**src/acsp_pkg.sv**
```systemverilog
package acsp_pkg;
  // Register locations
  localparam logic [7:0] ADDR_PORT_CFG   = 8'h00;
  localparam logic [7:0] ADDR_CHIP_ID    = 8'h01;
  localparam logic [7:0] ADDR_CHIP_GRADE = 8'h02;
  localparam logic [7:0] ADDR_DEV_INDEX  = 8'h05;
  localparam logic [7:0] ADDR_TRANSFER   = 8'hff;
  localparam logic [7:0] ADDR_PROG_FIRST = 8'h08;
  localparam logic [7:0] ADDR_PROG_LAST  = 8'h25;
  localparam int         PROG_DEPTH      = 30;
  // Port configuration fields, nibbles mirrored
  localparam int         CFG_LSB_HI      = 6;
  localparam int         CFG_LSB_LO      = 1;
  localparam int         CFG_SRST_HI     = 5;
  localparam int         CFG_SRST_LO     = 2;
  localparam int         XFER_BIT        = 0;
  // Values after reset
  localparam logic [7:0] CFG_FIXED_ONES  = 8'h18;
  localparam logic [7:0] GRADE_VALUE     = 8'h00;
  localparam logic [1:0] INDEX_RESET     = 2'b11;
  localparam logic [7:0] PROG_RESET      = 8'h00;
  // Instruction layout
  localparam int         INSTR_BITS      = 16;
  localparam int         BYTE_BITS       = 8;
  localparam int         RW_BIT          = 15;
  localparam int         WL_HI           = 14;
  localparam int         WL_LO           = 13;
  localparam logic [1:0] WL_STREAM       = 2'b11;
  // Cycles after reset release before the strap is caught
  localparam logic [1:0] STRAP_WAIT      = 2'd3;

  typedef enum logic [1:0] {
    ACSP_IDLE,
    ACSP_INSTR,
    ACSP_DATA,
    ACSP_PAUSE
  } acsp_state_t;
endpackage : acsp_pkg

```
**src/acsp_port.sv**
```systemverilog
`timescale 1ns/1ps
module acsp_port #(
  parameter logic [7:0] CHIP_ID = 8'h5a  // Arbitrary value
) (
  // Clock and reset
  input  wire logic       clk,
  input  wire logic       srst,
  // Serial pins
  input  wire logic       sclk_pin,
  input  wire logic       port_select_n,
  input  wire logic       sdio_in,
  output logic            sdio_out,
  output logic            sdio_oe,
  // Straps and static controls
  input  wire logic       out_tristate_strap,
  output logic            powerdown,
  output logic            data_out_en,
  output logic            static_mode,
  // Active program settings for the datapath
  input  wire logic [7:0] cfg_addr,
  output logic [7:0]      cfg_a,
  output logic [7:0]      cfg_b,
  output logic            xfer_done
);
  import acsp_pkg::*;

  acsp_state_t state_reg;
  logic [2:0]  sclk_s;
  logic [2:0]  csn_s;
  logic [1:0]  sdio_s;
  logic [1:0]  oe_s;
  logic        sclk_rise;
  logic        sclk_fall;
  logic        csn_rise;
  logic        csn_fall;
  logic        csn_low;
  logic [3:0]  cnt_reg;
  logic [15:0] instr_reg;
  logic [15:0] instr_next;
  logic [7:0]  rx_reg;
  logic [7:0]  rx_next;
  logic [7:0]  tx_reg;
  logic [7:0]  addr_reg;
  logic [7:0]  addr_step;
  logic [1:0]  left_reg;
  logic        stream_reg;
  logic        read_reg;
  logic        wr_stb;
  logic        lsb_reg;
  logic        soft_reg;
  logic        xfer_reg;
  logic [1:0]  index_reg;
  logic [1:0]  strap_cnt;
  logic        strap_reg;
  logic [7:0]  pend_a [PROG_DEPTH];
  logic [7:0]  pend_b [PROG_DEPTH];
  logic [7:0]  act_a  [PROG_DEPTH];
  logic [7:0]  act_b  [PROG_DEPTH];

  // Pins cross into clk; edges found by comparing the second and third stages
  always_ff @(posedge clk) begin
    sclk_s <= {sclk_s[1:0], sclk_pin};
    csn_s  <= {csn_s[1:0], port_select_n};
    sdio_s <= {sdio_s[0], sdio_in};
    oe_s   <= {oe_s[0], out_tristate_strap};
  end

  assign sclk_rise = sclk_s[1] & ~sclk_s[2];
  assign sclk_fall = ~sclk_s[1] & sclk_s[2];
  assign csn_rise  = csn_s[1] & ~csn_s[2];
  assign csn_fall  = ~csn_s[1] & csn_s[2];
  assign csn_low   = ~csn_s[1];

  function automatic logic in_prog(input logic [7:0] a);
    in_prog = (a >= ADDR_PROG_FIRST) && (a <= ADDR_PROG_LAST);
  endfunction : in_prog

  function automatic logic [4:0] prog_idx(input logic [7:0] a);
    logic [7:0] d;
    d = a - ADDR_PROG_FIRST;
    prog_idx = d[4:0];
  endfunction : prog_idx

  // Undefined locations read as zero
  function automatic logic [7:0] read_byte(input logic [7:0] a);
    read_byte = 8'h00;
    if (in_prog(a)) begin
      if (index_reg[0]) begin
        read_byte = pend_a[prog_idx(a)];
      end else if (index_reg[1]) begin
        read_byte = pend_b[prog_idx(a)];
      end
    end else begin
      case (a)
        ADDR_PORT_CFG:   read_byte = CFG_FIXED_ONES | {1'b0, lsb_reg, 4'h0, lsb_reg, 1'b0};
        ADDR_CHIP_ID:    read_byte = CHIP_ID;
        ADDR_CHIP_GRADE: read_byte = GRADE_VALUE;
        ADDR_DEV_INDEX:  read_byte = {6'h00, index_reg};
        ADDR_TRANSFER:   read_byte = {7'h00, xfer_reg};
        default:         read_byte = 8'h00;
      endcase
    end
  endfunction : read_byte

  // Shift order follows the configuration
  assign instr_next = lsb_reg ? {sdio_s[1], instr_reg[15:1]}
                              : {instr_reg[14:0], sdio_s[1]};
  assign rx_next    = lsb_reg ? {sdio_s[1], rx_reg[7:1]}
                              : {rx_reg[6:0], sdio_s[1]};
  assign addr_step  = lsb_reg ? addr_reg + 8'h01 : addr_reg - 8'h01;
  assign wr_stb     = sclk_rise && csn_low && (state_reg == ACSP_DATA) &&
                      (cnt_reg == 4'(BYTE_BITS - 1)) && !read_reg;

  // Frame engine
  always_ff @(posedge clk) begin
    if (srst) begin
      state_reg  <= ACSP_IDLE;
      cnt_reg    <= 4'h0;
      instr_reg  <= 16'h0000;
      rx_reg     <= 8'h00;
      tx_reg     <= 8'h00;
      addr_reg   <= 8'h00;
      left_reg   <= 2'b00;
      stream_reg <= 1'b0;
      read_reg   <= 1'b0;
    end else if (csn_rise) begin
      // A stall is legal only on a byte boundary of a counted frame
      if (state_reg == ACSP_DATA && cnt_reg == 4'h0 && !stream_reg) begin
        state_reg <= ACSP_PAUSE;
      end else begin
        state_reg <= ACSP_IDLE;
      end
    end else begin
      case (state_reg)
        ACSP_IDLE: begin
          if (csn_fall) begin
            state_reg <= ACSP_INSTR;
            cnt_reg   <= 4'h0;
          end
        end
        ACSP_PAUSE: begin
          if (csn_fall) begin
            state_reg <= ACSP_DATA;
          end
        end
        ACSP_INSTR: begin
          if (sclk_rise && csn_low) begin
            instr_reg <= instr_next;
            cnt_reg   <= cnt_reg + 4'h1;
            if (cnt_reg == 4'(INSTR_BITS - 1)) begin
              state_reg  <= ACSP_DATA;
              cnt_reg    <= 4'h0;
              read_reg   <= instr_next[RW_BIT];
              left_reg   <= instr_next[WL_HI:WL_LO];
              stream_reg <= (instr_next[WL_HI:WL_LO] == WL_STREAM);
              addr_reg   <= instr_next[7:0];
              tx_reg     <= read_byte(instr_next[7:0]);
            end
          end
        end
        ACSP_DATA: begin
          if (sclk_rise && csn_low) begin
            rx_reg  <= rx_next;
            cnt_reg <= cnt_reg + 4'h1;
            if (cnt_reg == 4'(BYTE_BITS - 1)) begin
              cnt_reg  <= 4'h0;
              addr_reg <= addr_step;
              tx_reg   <= read_byte(addr_step);
              if (!stream_reg) begin
                if (left_reg == 2'b00) begin
                  state_reg <= ACSP_IDLE;
                end else begin
                  left_reg <= left_reg - 2'b01;
                end
              end
            end
          end
        end
        default: state_reg <= ACSP_IDLE;
      endcase
    end
  end

  // Data pin turnaround: bits launched on the falling edge
  always_ff @(posedge clk) begin
    if (srst || static_mode) begin
      sdio_oe  <= 1'b0;
      sdio_out <= 1'b0;
    end else if (!csn_low || state_reg != ACSP_DATA || !read_reg) begin
      sdio_oe <= 1'b0;
    end else if (sclk_fall) begin
      sdio_oe  <= 1'b1;
      sdio_out <= lsb_reg ? tx_reg[cnt_reg[2:0]] : tx_reg[3'd7 - cnt_reg[2:0]];
    end
  end

  // Chip configuration and index registers
  always_ff @(posedge clk) begin
    if (srst || soft_reg) begin
      lsb_reg   <= 1'b0;
      index_reg <= INDEX_RESET;
      soft_reg  <= 1'b0;
      xfer_reg  <= 1'b0;
    end else begin
      xfer_reg <= 1'b0;
      if (wr_stb) begin
        case (addr_reg)
          ADDR_PORT_CFG: begin
            lsb_reg  <= rx_next[CFG_LSB_HI] | rx_next[CFG_LSB_LO];
            soft_reg <= rx_next[CFG_SRST_HI] | rx_next[CFG_SRST_LO];
          end
          ADDR_DEV_INDEX: index_reg <= rx_next[1:0];
          ADDR_TRANSFER:  xfer_reg  <= rx_next[XFER_BIT];
          default: ;
        endcase
      end
    end
  end

  // Shadowed program registers, copied to active on transfer
  always_ff @(posedge clk) begin
    if (srst || soft_reg) begin
      for (int i = 0; i < PROG_DEPTH; i++) begin
        pend_a[i] <= PROG_RESET;
        pend_b[i] <= PROG_RESET;
        act_a[i]  <= PROG_RESET;
        act_b[i]  <= PROG_RESET;
      end
    end else begin
      if (wr_stb && in_prog(addr_reg)) begin
        if (index_reg[0]) begin
          pend_a[prog_idx(addr_reg)] <= rx_next;
        end
        if (index_reg[1]) begin
          pend_b[prog_idx(addr_reg)] <= rx_next;
        end
      end
      if (xfer_reg) begin
        for (int i = 0; i < PROG_DEPTH; i++) begin
          act_a[i] <= pend_a[i];
          act_b[i] <= pend_b[i];
        end
      end
    end
  end

  always_ff @(posedge clk) begin
    if (srst) begin
      cfg_a     <= 8'h00;
      cfg_b     <= 8'h00;
      xfer_done <= 1'b0;
    end else begin
      xfer_done <= xfer_reg;
      cfg_a     <= in_prog(cfg_addr) ? act_a[prog_idx(cfg_addr)] : 8'h00;
      cfg_b     <= in_prog(cfg_addr) ? act_b[prog_idx(cfg_addr)] : 8'h00;
    end
  end

  // Static mode lasts until the first chip select fall after reset
  always_ff @(posedge clk) begin
    if (srst) begin
      static_mode <= 1'b1;
      strap_cnt   <= 2'd0;
      strap_reg   <= 1'b1;
      powerdown   <= 1'b1;
      data_out_en <= 1'b0;
    end else begin
      if (csn_fall) begin
        static_mode <= 1'b0;
      end
      // Wait for the synchroniser to fill before catching the strap
      if (strap_cnt != STRAP_WAIT) begin
        strap_cnt <= strap_cnt + 2'd1;
        strap_reg <= 1'b1;
      end else if (strap_cnt == STRAP_WAIT && static_mode && state_reg == ACSP_IDLE) begin
        strap_reg <= sdio_s[1];
      end
      powerdown   <= static_mode & strap_reg;
      data_out_en <= ~oe_s[1];
    end
  end
endmodule : acsp_port

```
**config.mk**
```make
export PLATFORM = sky130hd
export DESIGN_NAME = acsp_port
export DESIGN_NICKNAME = d
export VERILOG_FILES = /design/src/acsp_pkg.sv /design/src/acsp_port.sv
export SDC_FILE = /design/constraint.sdc
export NUM_CORES = 2
export LEC_CHECK = 0
export ABC_CLOCK_PERIOD_IN_PS = 14400
export BUFFER_PORTS_ARGS = -buffer_cell sky130_fd_sc_hd__buf_4
export CAP_MARGIN = 20
export CORE_MARGIN = 8
export CORE_UTILIZATION = 45
export DETAILED_ROUTE_END_ITERATION = 8
export GPL_TIMING_DRIVEN = 0
export PLACE_DENSITY = 0.56
export SKIP_CTS_REPAIR_TIMING = 1
export SLEW_MARGIN = 20
export SYNTH_ARGS = -nofsm -noshare
export SYNTH_HDL_FRONTEND = slang
export SYNTH_SLANG_ARGS = --single-unit
```
**constraint.sdc**
```tcl
create_clock -name clk -period 14.4 [get_ports clk]
set_input_delay 0.72 -clock clk [delete_from_list [all_inputs] [get_ports clk]]
set_output_delay 0.72 -clock clk [all_outputs]
set_load 0.1 [all_outputs]
```
; Word-level counts from Yosys, hierarchy flattened
; Memory sizes are Yosys's and may differ from the RTL's. A register that Yosys moved wholly into a read port is not among the register bits.
; Index checks and enable logic that the tools add are counted.
[word_totals]
reg_bits = 74
output_inout_bits = 22
mem_count = 4
wordCells = 330
ramBits = 960
inputBits = 14
[memory_table]
columns = memory, words, width, rd, rd_ports_with_merged_regs, write_ports, line_no
row1 = act_a, 30, 8, 1, 1, 30, acsp_port.sv:57  ; logic [7:0] act_a [PROG_DEPTH];
row2 = act_b, 30, 8, 1, 1, 30, acsp_port.sv:58  ; logic [7:0] act_b [PROG_DEPTH];
row3 = pend_a, 30, 8, 32, 0, 30, acsp_port.sv:55  ; logic [7:0] pend_a [PROG_DEPTH];
row4 = pend_b, 30, 8, 32, 0, 30, acsp_port.sv:56  ; logic [7:0] pend_b [PROG_DEPTH];
[op_classes]
reduce_logical = 43
bitwise = 77
addsub = 10
n_lt_le_gt_ge = 10
n_mux = 129
eq_ne = 32
[ops]
columns = op, count
row1 = $mux 8, 78
row2 = $or 1x1->1, 62
row3 = $pmux 7 s4, 2
row4 = $ge 8x4->1 const B, 4
row5 = $le 8x6->1 const B, 4
row6 = $mux 2, 16
row7 = $pmux 8 s2, 2
row8 = $eq 8x3->1 const B, 3
row9 = $eq 8x8->1 const B, 3
row10 = $logic_not 8->1, 3
row11 = $mux 4, 5
row12 = $sub 5x4->5 const B, 4
row13 = $mux 1, 18
row14 = $ne 3x3->1 const B, 6
row15 = $eq 8x1->1 const B, 2
row16 = $mux 16, 1
row17 = $ne 2x2->1 const B, 8
row18 = $reduce_and 8->1, 2
row19 = $reduce_or 8->1, 2
row20 = $logic_and 1x1->1, 13
row21 = $pmux 4 s3, 1
row22 = $mux 5, 2
row23 = $not 1->1, 10
row24 = $add 8x1->8 const B, 1
row25 = 29 further kinds, 49

; Logic depth before layout (Yosys ltp)
[logic_depth]
depth_word = 12
ltp_mapped = 17
mapped_depth_nobuf = 10

; Least setup slack after synthesis
; OpenSTA, ideal clock, no wires.
[synth_path]
kind = in2reg
from = in srst
to = mem act_a[0][0], enable pin
n_path_buf = 2
t_arrival_ps = 11436
stages = 3
slack_ps = 2089
setup_time_ps = 875
t_required_ps = 13525
cell_sequence = clkbuf_1 clkbuf_1 or3_1
[synth_lines]
columns = item, line_no
row1 = "start, declared", acsp_port.sv:7  ; input wire logic srst,
row2 = "end, declared", acsp_port.sv:57

; Worst setup path after layout
[layout_path]
from = reg addr_reg[0]
to = reg tx_reg[5]
[layout_between]
elab_chain_len = 10
word_cells_on_any_way = 15
cone_classes = add/sub: 3 / order compare: 2 / mux: 7 / reduce/logical: 1 / memory: 2
[layout_lines]
columns = item, line_no
row1 = "start, declared", acsp_port.sv:43  ; logic [7:0] addr_reg;
row2 = "start signal, assigned", acsp_port.sv:156  ; addr_reg <= instr_next[7:0];
row3 = "start signal, assigned", acsp_port.sv:167  ; addr_reg <= addr_step;
row4 = $sub 8x1->8 / $add 8x1->8 (equally long branches), acsp_port.sv:110  ; assign addr_step = lsb_reg ? addr_reg + 8'h01 : addr_reg - 8'h01;
row5 = $mux 8 *, acsp_port.sv:110
row6 = $sub 5x4->5, acsp_port.sv:80  ; d = a - ADDR_PROG_FIRST;
row7 = $mem_v2 30x8, --
row8 = $mux 8, acsp_port.sv:90  ; end else if (index_reg[1]) begin
row9 = $mux 8, acsp_port.sv:88  ; if (index_reg[0]) begin
row10 = $mux 8 *, acsp_port.sv:87  ; if (in_prog(a)) begin
row11 = $mux 8 *, acsp_port.sv:165  ; if (cnt_reg == 4'(BYTE_BITS - 1)) begin
row12 = $mux 8 *, acsp_port.sv:162  ; if (sclk_rise && csn_low) begin
row13 = $pmux 8 s2 *, acsp_port.sv:134  ; case (state_reg)
row14 = "end signal, assigned", acsp_port.sv:157  ; tx_reg <= read_byte(instr_next[7:0]);
row15 = "end signal, assigned", acsp_port.sv:168  ; tx_reg <= read_byte(addr_step);
row16 = "end, declared", acsp_port.sv:42  ; logic [7:0] tx_reg;
; Every way passes the cells marked *; elsewhere a longest branch is shown, timed or not. The select of a mux whose other input is x is not followed.
; A chain may end at the register's enable or synchronous reset.

==> impl_results.md <==
* Largest net degree at the start of global routing at 56
* CTS Root Buffer Type: clkbuf_16
* Die width at 357.6 µm
* Met3 Track Usage GR at 11.88%
* CTS max path bufs at 3
* Grt peak-use layer: met2
* Pins Over Slew Limit at 0
* CP cell instances: buf_2 -> buf_2 -> buf_4 -> buf_2 -> buf_2 -> inv_1 -> fa_1 -> buf_2 -> buf_2 -> buf_1 -> clkbuf_2 -> buf_12 -> mux4_2 -> nand3_1 -> a31oi_1 -> o221ai_1 -> a311oi_1
* 1st-iter DRT viols at 6653
* Top cell family by delay on the critical path: buffers and inverters
* Initial antenna violation count at 13
* Status: completed
* Reg2Reg Setup Slack at 5880 ps
* Syn Area/Cell at 13.65 µm²
* Static Leak at 20.43 nW
* FFs w/ async S/R, synth at 0%
* Post-synthesis sequential area ratio at 60.16%
* Drt via density at 6.680
* Least-Margin Pin Slew at 1391 ps
* Max Cap Violations at 0
* Final core utilization at 51.38%
* Reg2Reg Depth at 17
* Hold Path Class: primary input to flop
* Most common cell after layout, fill and taps aside: edfxtp_1
* Clk sinks at 1082
* Biggest regs: pend_a: 256 flops, pend_b: 256 flops
* Fin crit period at 8516 ps
* Number of global-route vias before repair at 35460
* Critical Path Most Common Cell: buf_2
* Kind of critical path: flop to flop
* Die Y at 357.6 µm
* Worst-path cell with the longest stage delay: fa_1
* Switching share of power at 32.07%
* Num CTS Buffers at 119
* Starting density of the core at 45.31%
* Post-synth top area cell: edfxtp_1
* Synth Instances at 3848
* Final hold vios at 0
* Max Freq at 0.1174 GHz
* Max incr delay on CP at 950 ps
* Post-Syn Area at 52510 µm²
* Syn. warnings at 0
* Worst R2R Start: addr_reg[0]$_SDFFE_PP0P_
* GP Congestion at 1.063
* Worst path depth at 17
* Fin crit share at 59.14%
* Pint at 5.988 mW
* GR Util met1 at 46.72%
* CP bufs+invs at 11
* Area Overhead vs Synth at 13.41%
* NumNets Final at 4098
* Combinational power share at 22.8%
* Switching power at 2.827 mW
* Commonest non-fill, non-tap cells in the layout: 992 x edfxtp_1, 593 x nor2_1, 489 x and2_1, 377 x mux4_2, 341 x nand2_1
* Post-route ant nets at 0
* Drt drc at 0
* CP endpoint: tx_reg[5]$_SDFFE_PP0P_
* Sequential Power Share at 41.3%
* Clk_skew at 30.20 ps
* Core area at 115900 µm²
* H-tree depth at 3
* Hold WS at 90.78 ps
* Port Buf Inserts at 30
* Area share of the largest cell type after synthesis at 56.73%
* R2r endpoint: tx_reg[5]$_SDFFE_PP0P_
* Clk Latency, worst-skew pair at 740 ps
* Worst Setup End Kind: flop
* Crit path launch type: flop
* Num ports at 36
* Cell Pwr Density at 148.0 nW/µm²
* Relative slew slack at 7.292%
* GRT Util Overall at 35.51%
* Post-synth EDFFs at 992
* First-pass GRT wire length at 306300 µm
* Vias at 38060
* Pre-antenna DRT Iters at 6
* Flops & latches, synth at 1082
* Row count at 125
* Proportion of layout cells with a drive suffix above 1 at 18.69%
* Final setup fails at 0
* WL per Instance at 40.52 µm
* Clk pwr share at 35.8%
* WP data arrival at 9150 ps
* RSZ-0062 raised after global routing: no
* Area contributors post-synth: edfxtp_1 57%, mux4_2 16%, and2_1 5.8%
* Worst-path fanout max at 10
* Maximum vdd drop at 0.1051 mV
* Clock transition at path regs at 60 ps
* CP startpoint: addr_reg[0]$_SDFFE_PP0P_
* Final WL at 230800 µm
* Detail Placement HPWL at 169900 µm
* CTS tree: built
* Req. time, crit path at 15030 ps
* Gr ovfl total at 0
* Hold path start: sclk_pin
* Ys flop type: edfxtp_1
* Die area at 127900 µm²
* Post-synth cell types at 66
* Met2 Use GR at 51.27%
-- through the flow --
stage / setup TNS (ps) / total power [mW] / worst slack (ps) / instances / cell area [µm²]
2_1_floorplan: 0 / 4.682 / 2089 / 3879 / 52630
4_1_cts: 0 / 8.703 / 6271 / 5689 / 59500
3_5_place_dp: 0 / 5.609 / 6290 / 5464 / 55530
5_1_grt: 0 / 8.914 / 6059 / 5691 / 59540
6_report: 0 / 8.816 / 5884 / 5697 / 59550
3_3_place_gp: -1583760 / 5.605 / -3405 / 5433 / 54760
-- cell families after synthesis --
family / Yosys count / share of synthesized area (%)
flops: 1082 / 60.16
mux: 480 / 18.19
other cells: 1 / 0.007142
simple gates: 1656 / 15.03
buf+inv: 327 / 2.473
fa+ha+maj: 21 / 0.5147
xor+xnor: 12 / 0.2002
compound gates: 269 / 3.424
-- final cells by class --
cell class                      count  area, µm²
Antenna cell                        6      15.01
Buffer                            294       1225
Clock buffer                      154       3326
Clock inverter                     71      649.4
Fill cell                        9956      56340
Inverter                           33      123.9
Multi-Input combinational cell   2470      19890
Sequential cell                  1082      31590
Tap cell                         1524       1907
Timing Repair Buffer               63      823.3
-- routing by layer --
metal / up-vias / part of all wire, %
li1: 14800 / -
met1: 19400 / 37
met2: 3146 / 42
met3: 708 / 13
met4: 6 / 7.3
met5: - / 0.015
-- how the worst min path moves through the flow --
stage	endpoint	slack [ps]	depth (start not counted)
4_1_cts	sclk_s[0]$_DFF_P_	60	1
2_1_floorplan	csn_s[1]$_DFF_P_	310	0
3_5_place_dp	csn_s[1]$_DFF_P_	310	0
5_1_grt	csn_s[0]$_DFF_P_	70	1
3_3_place_gp	csn_s[1]$_DFF_P_	310	0
6_report	sclk_s[0]$_DFF_P_	90	1
-- worst reg2reg max path, delay by kind of cell (launching register included) --
| kind | cells | cell delay [ps] |
|---|---|---|
| compound gates | 3 | 1050 |
| fa+ha+maj | 1 | 950 |
| buf+inv | 11 | 5690 |
| flops | 1 | 350 |
| mux | 1 | 300 |
| simple gates | 1 | 100 |
-- Yosys cell counts, drive strengths merged, types with 33 or more instances --
cell / n
mux4: 377
a211oi: 47
edfxtp: 992
nand2: 341
a21oi: 60
buf: 78
clkbuf: 216
o21ai: 41
nand3: 106
nor2: 600
inv: 33
and2: 491
mux2i: 78
dfxtp: 90
-- power by group through the flow --
stage,Clock (mW),Combinational [mW],Sequential [mW]
floorplan,0,0.982,3.70
global placement,0,1.86,3.74
detailed placement,0,1.90,3.71
CTS,3.15,1.91,3.64
global route,3.27,1.99,3.65
finish,3.16,2.01,3.64
No activity file was read; power rests on OpenSTA's default activity.
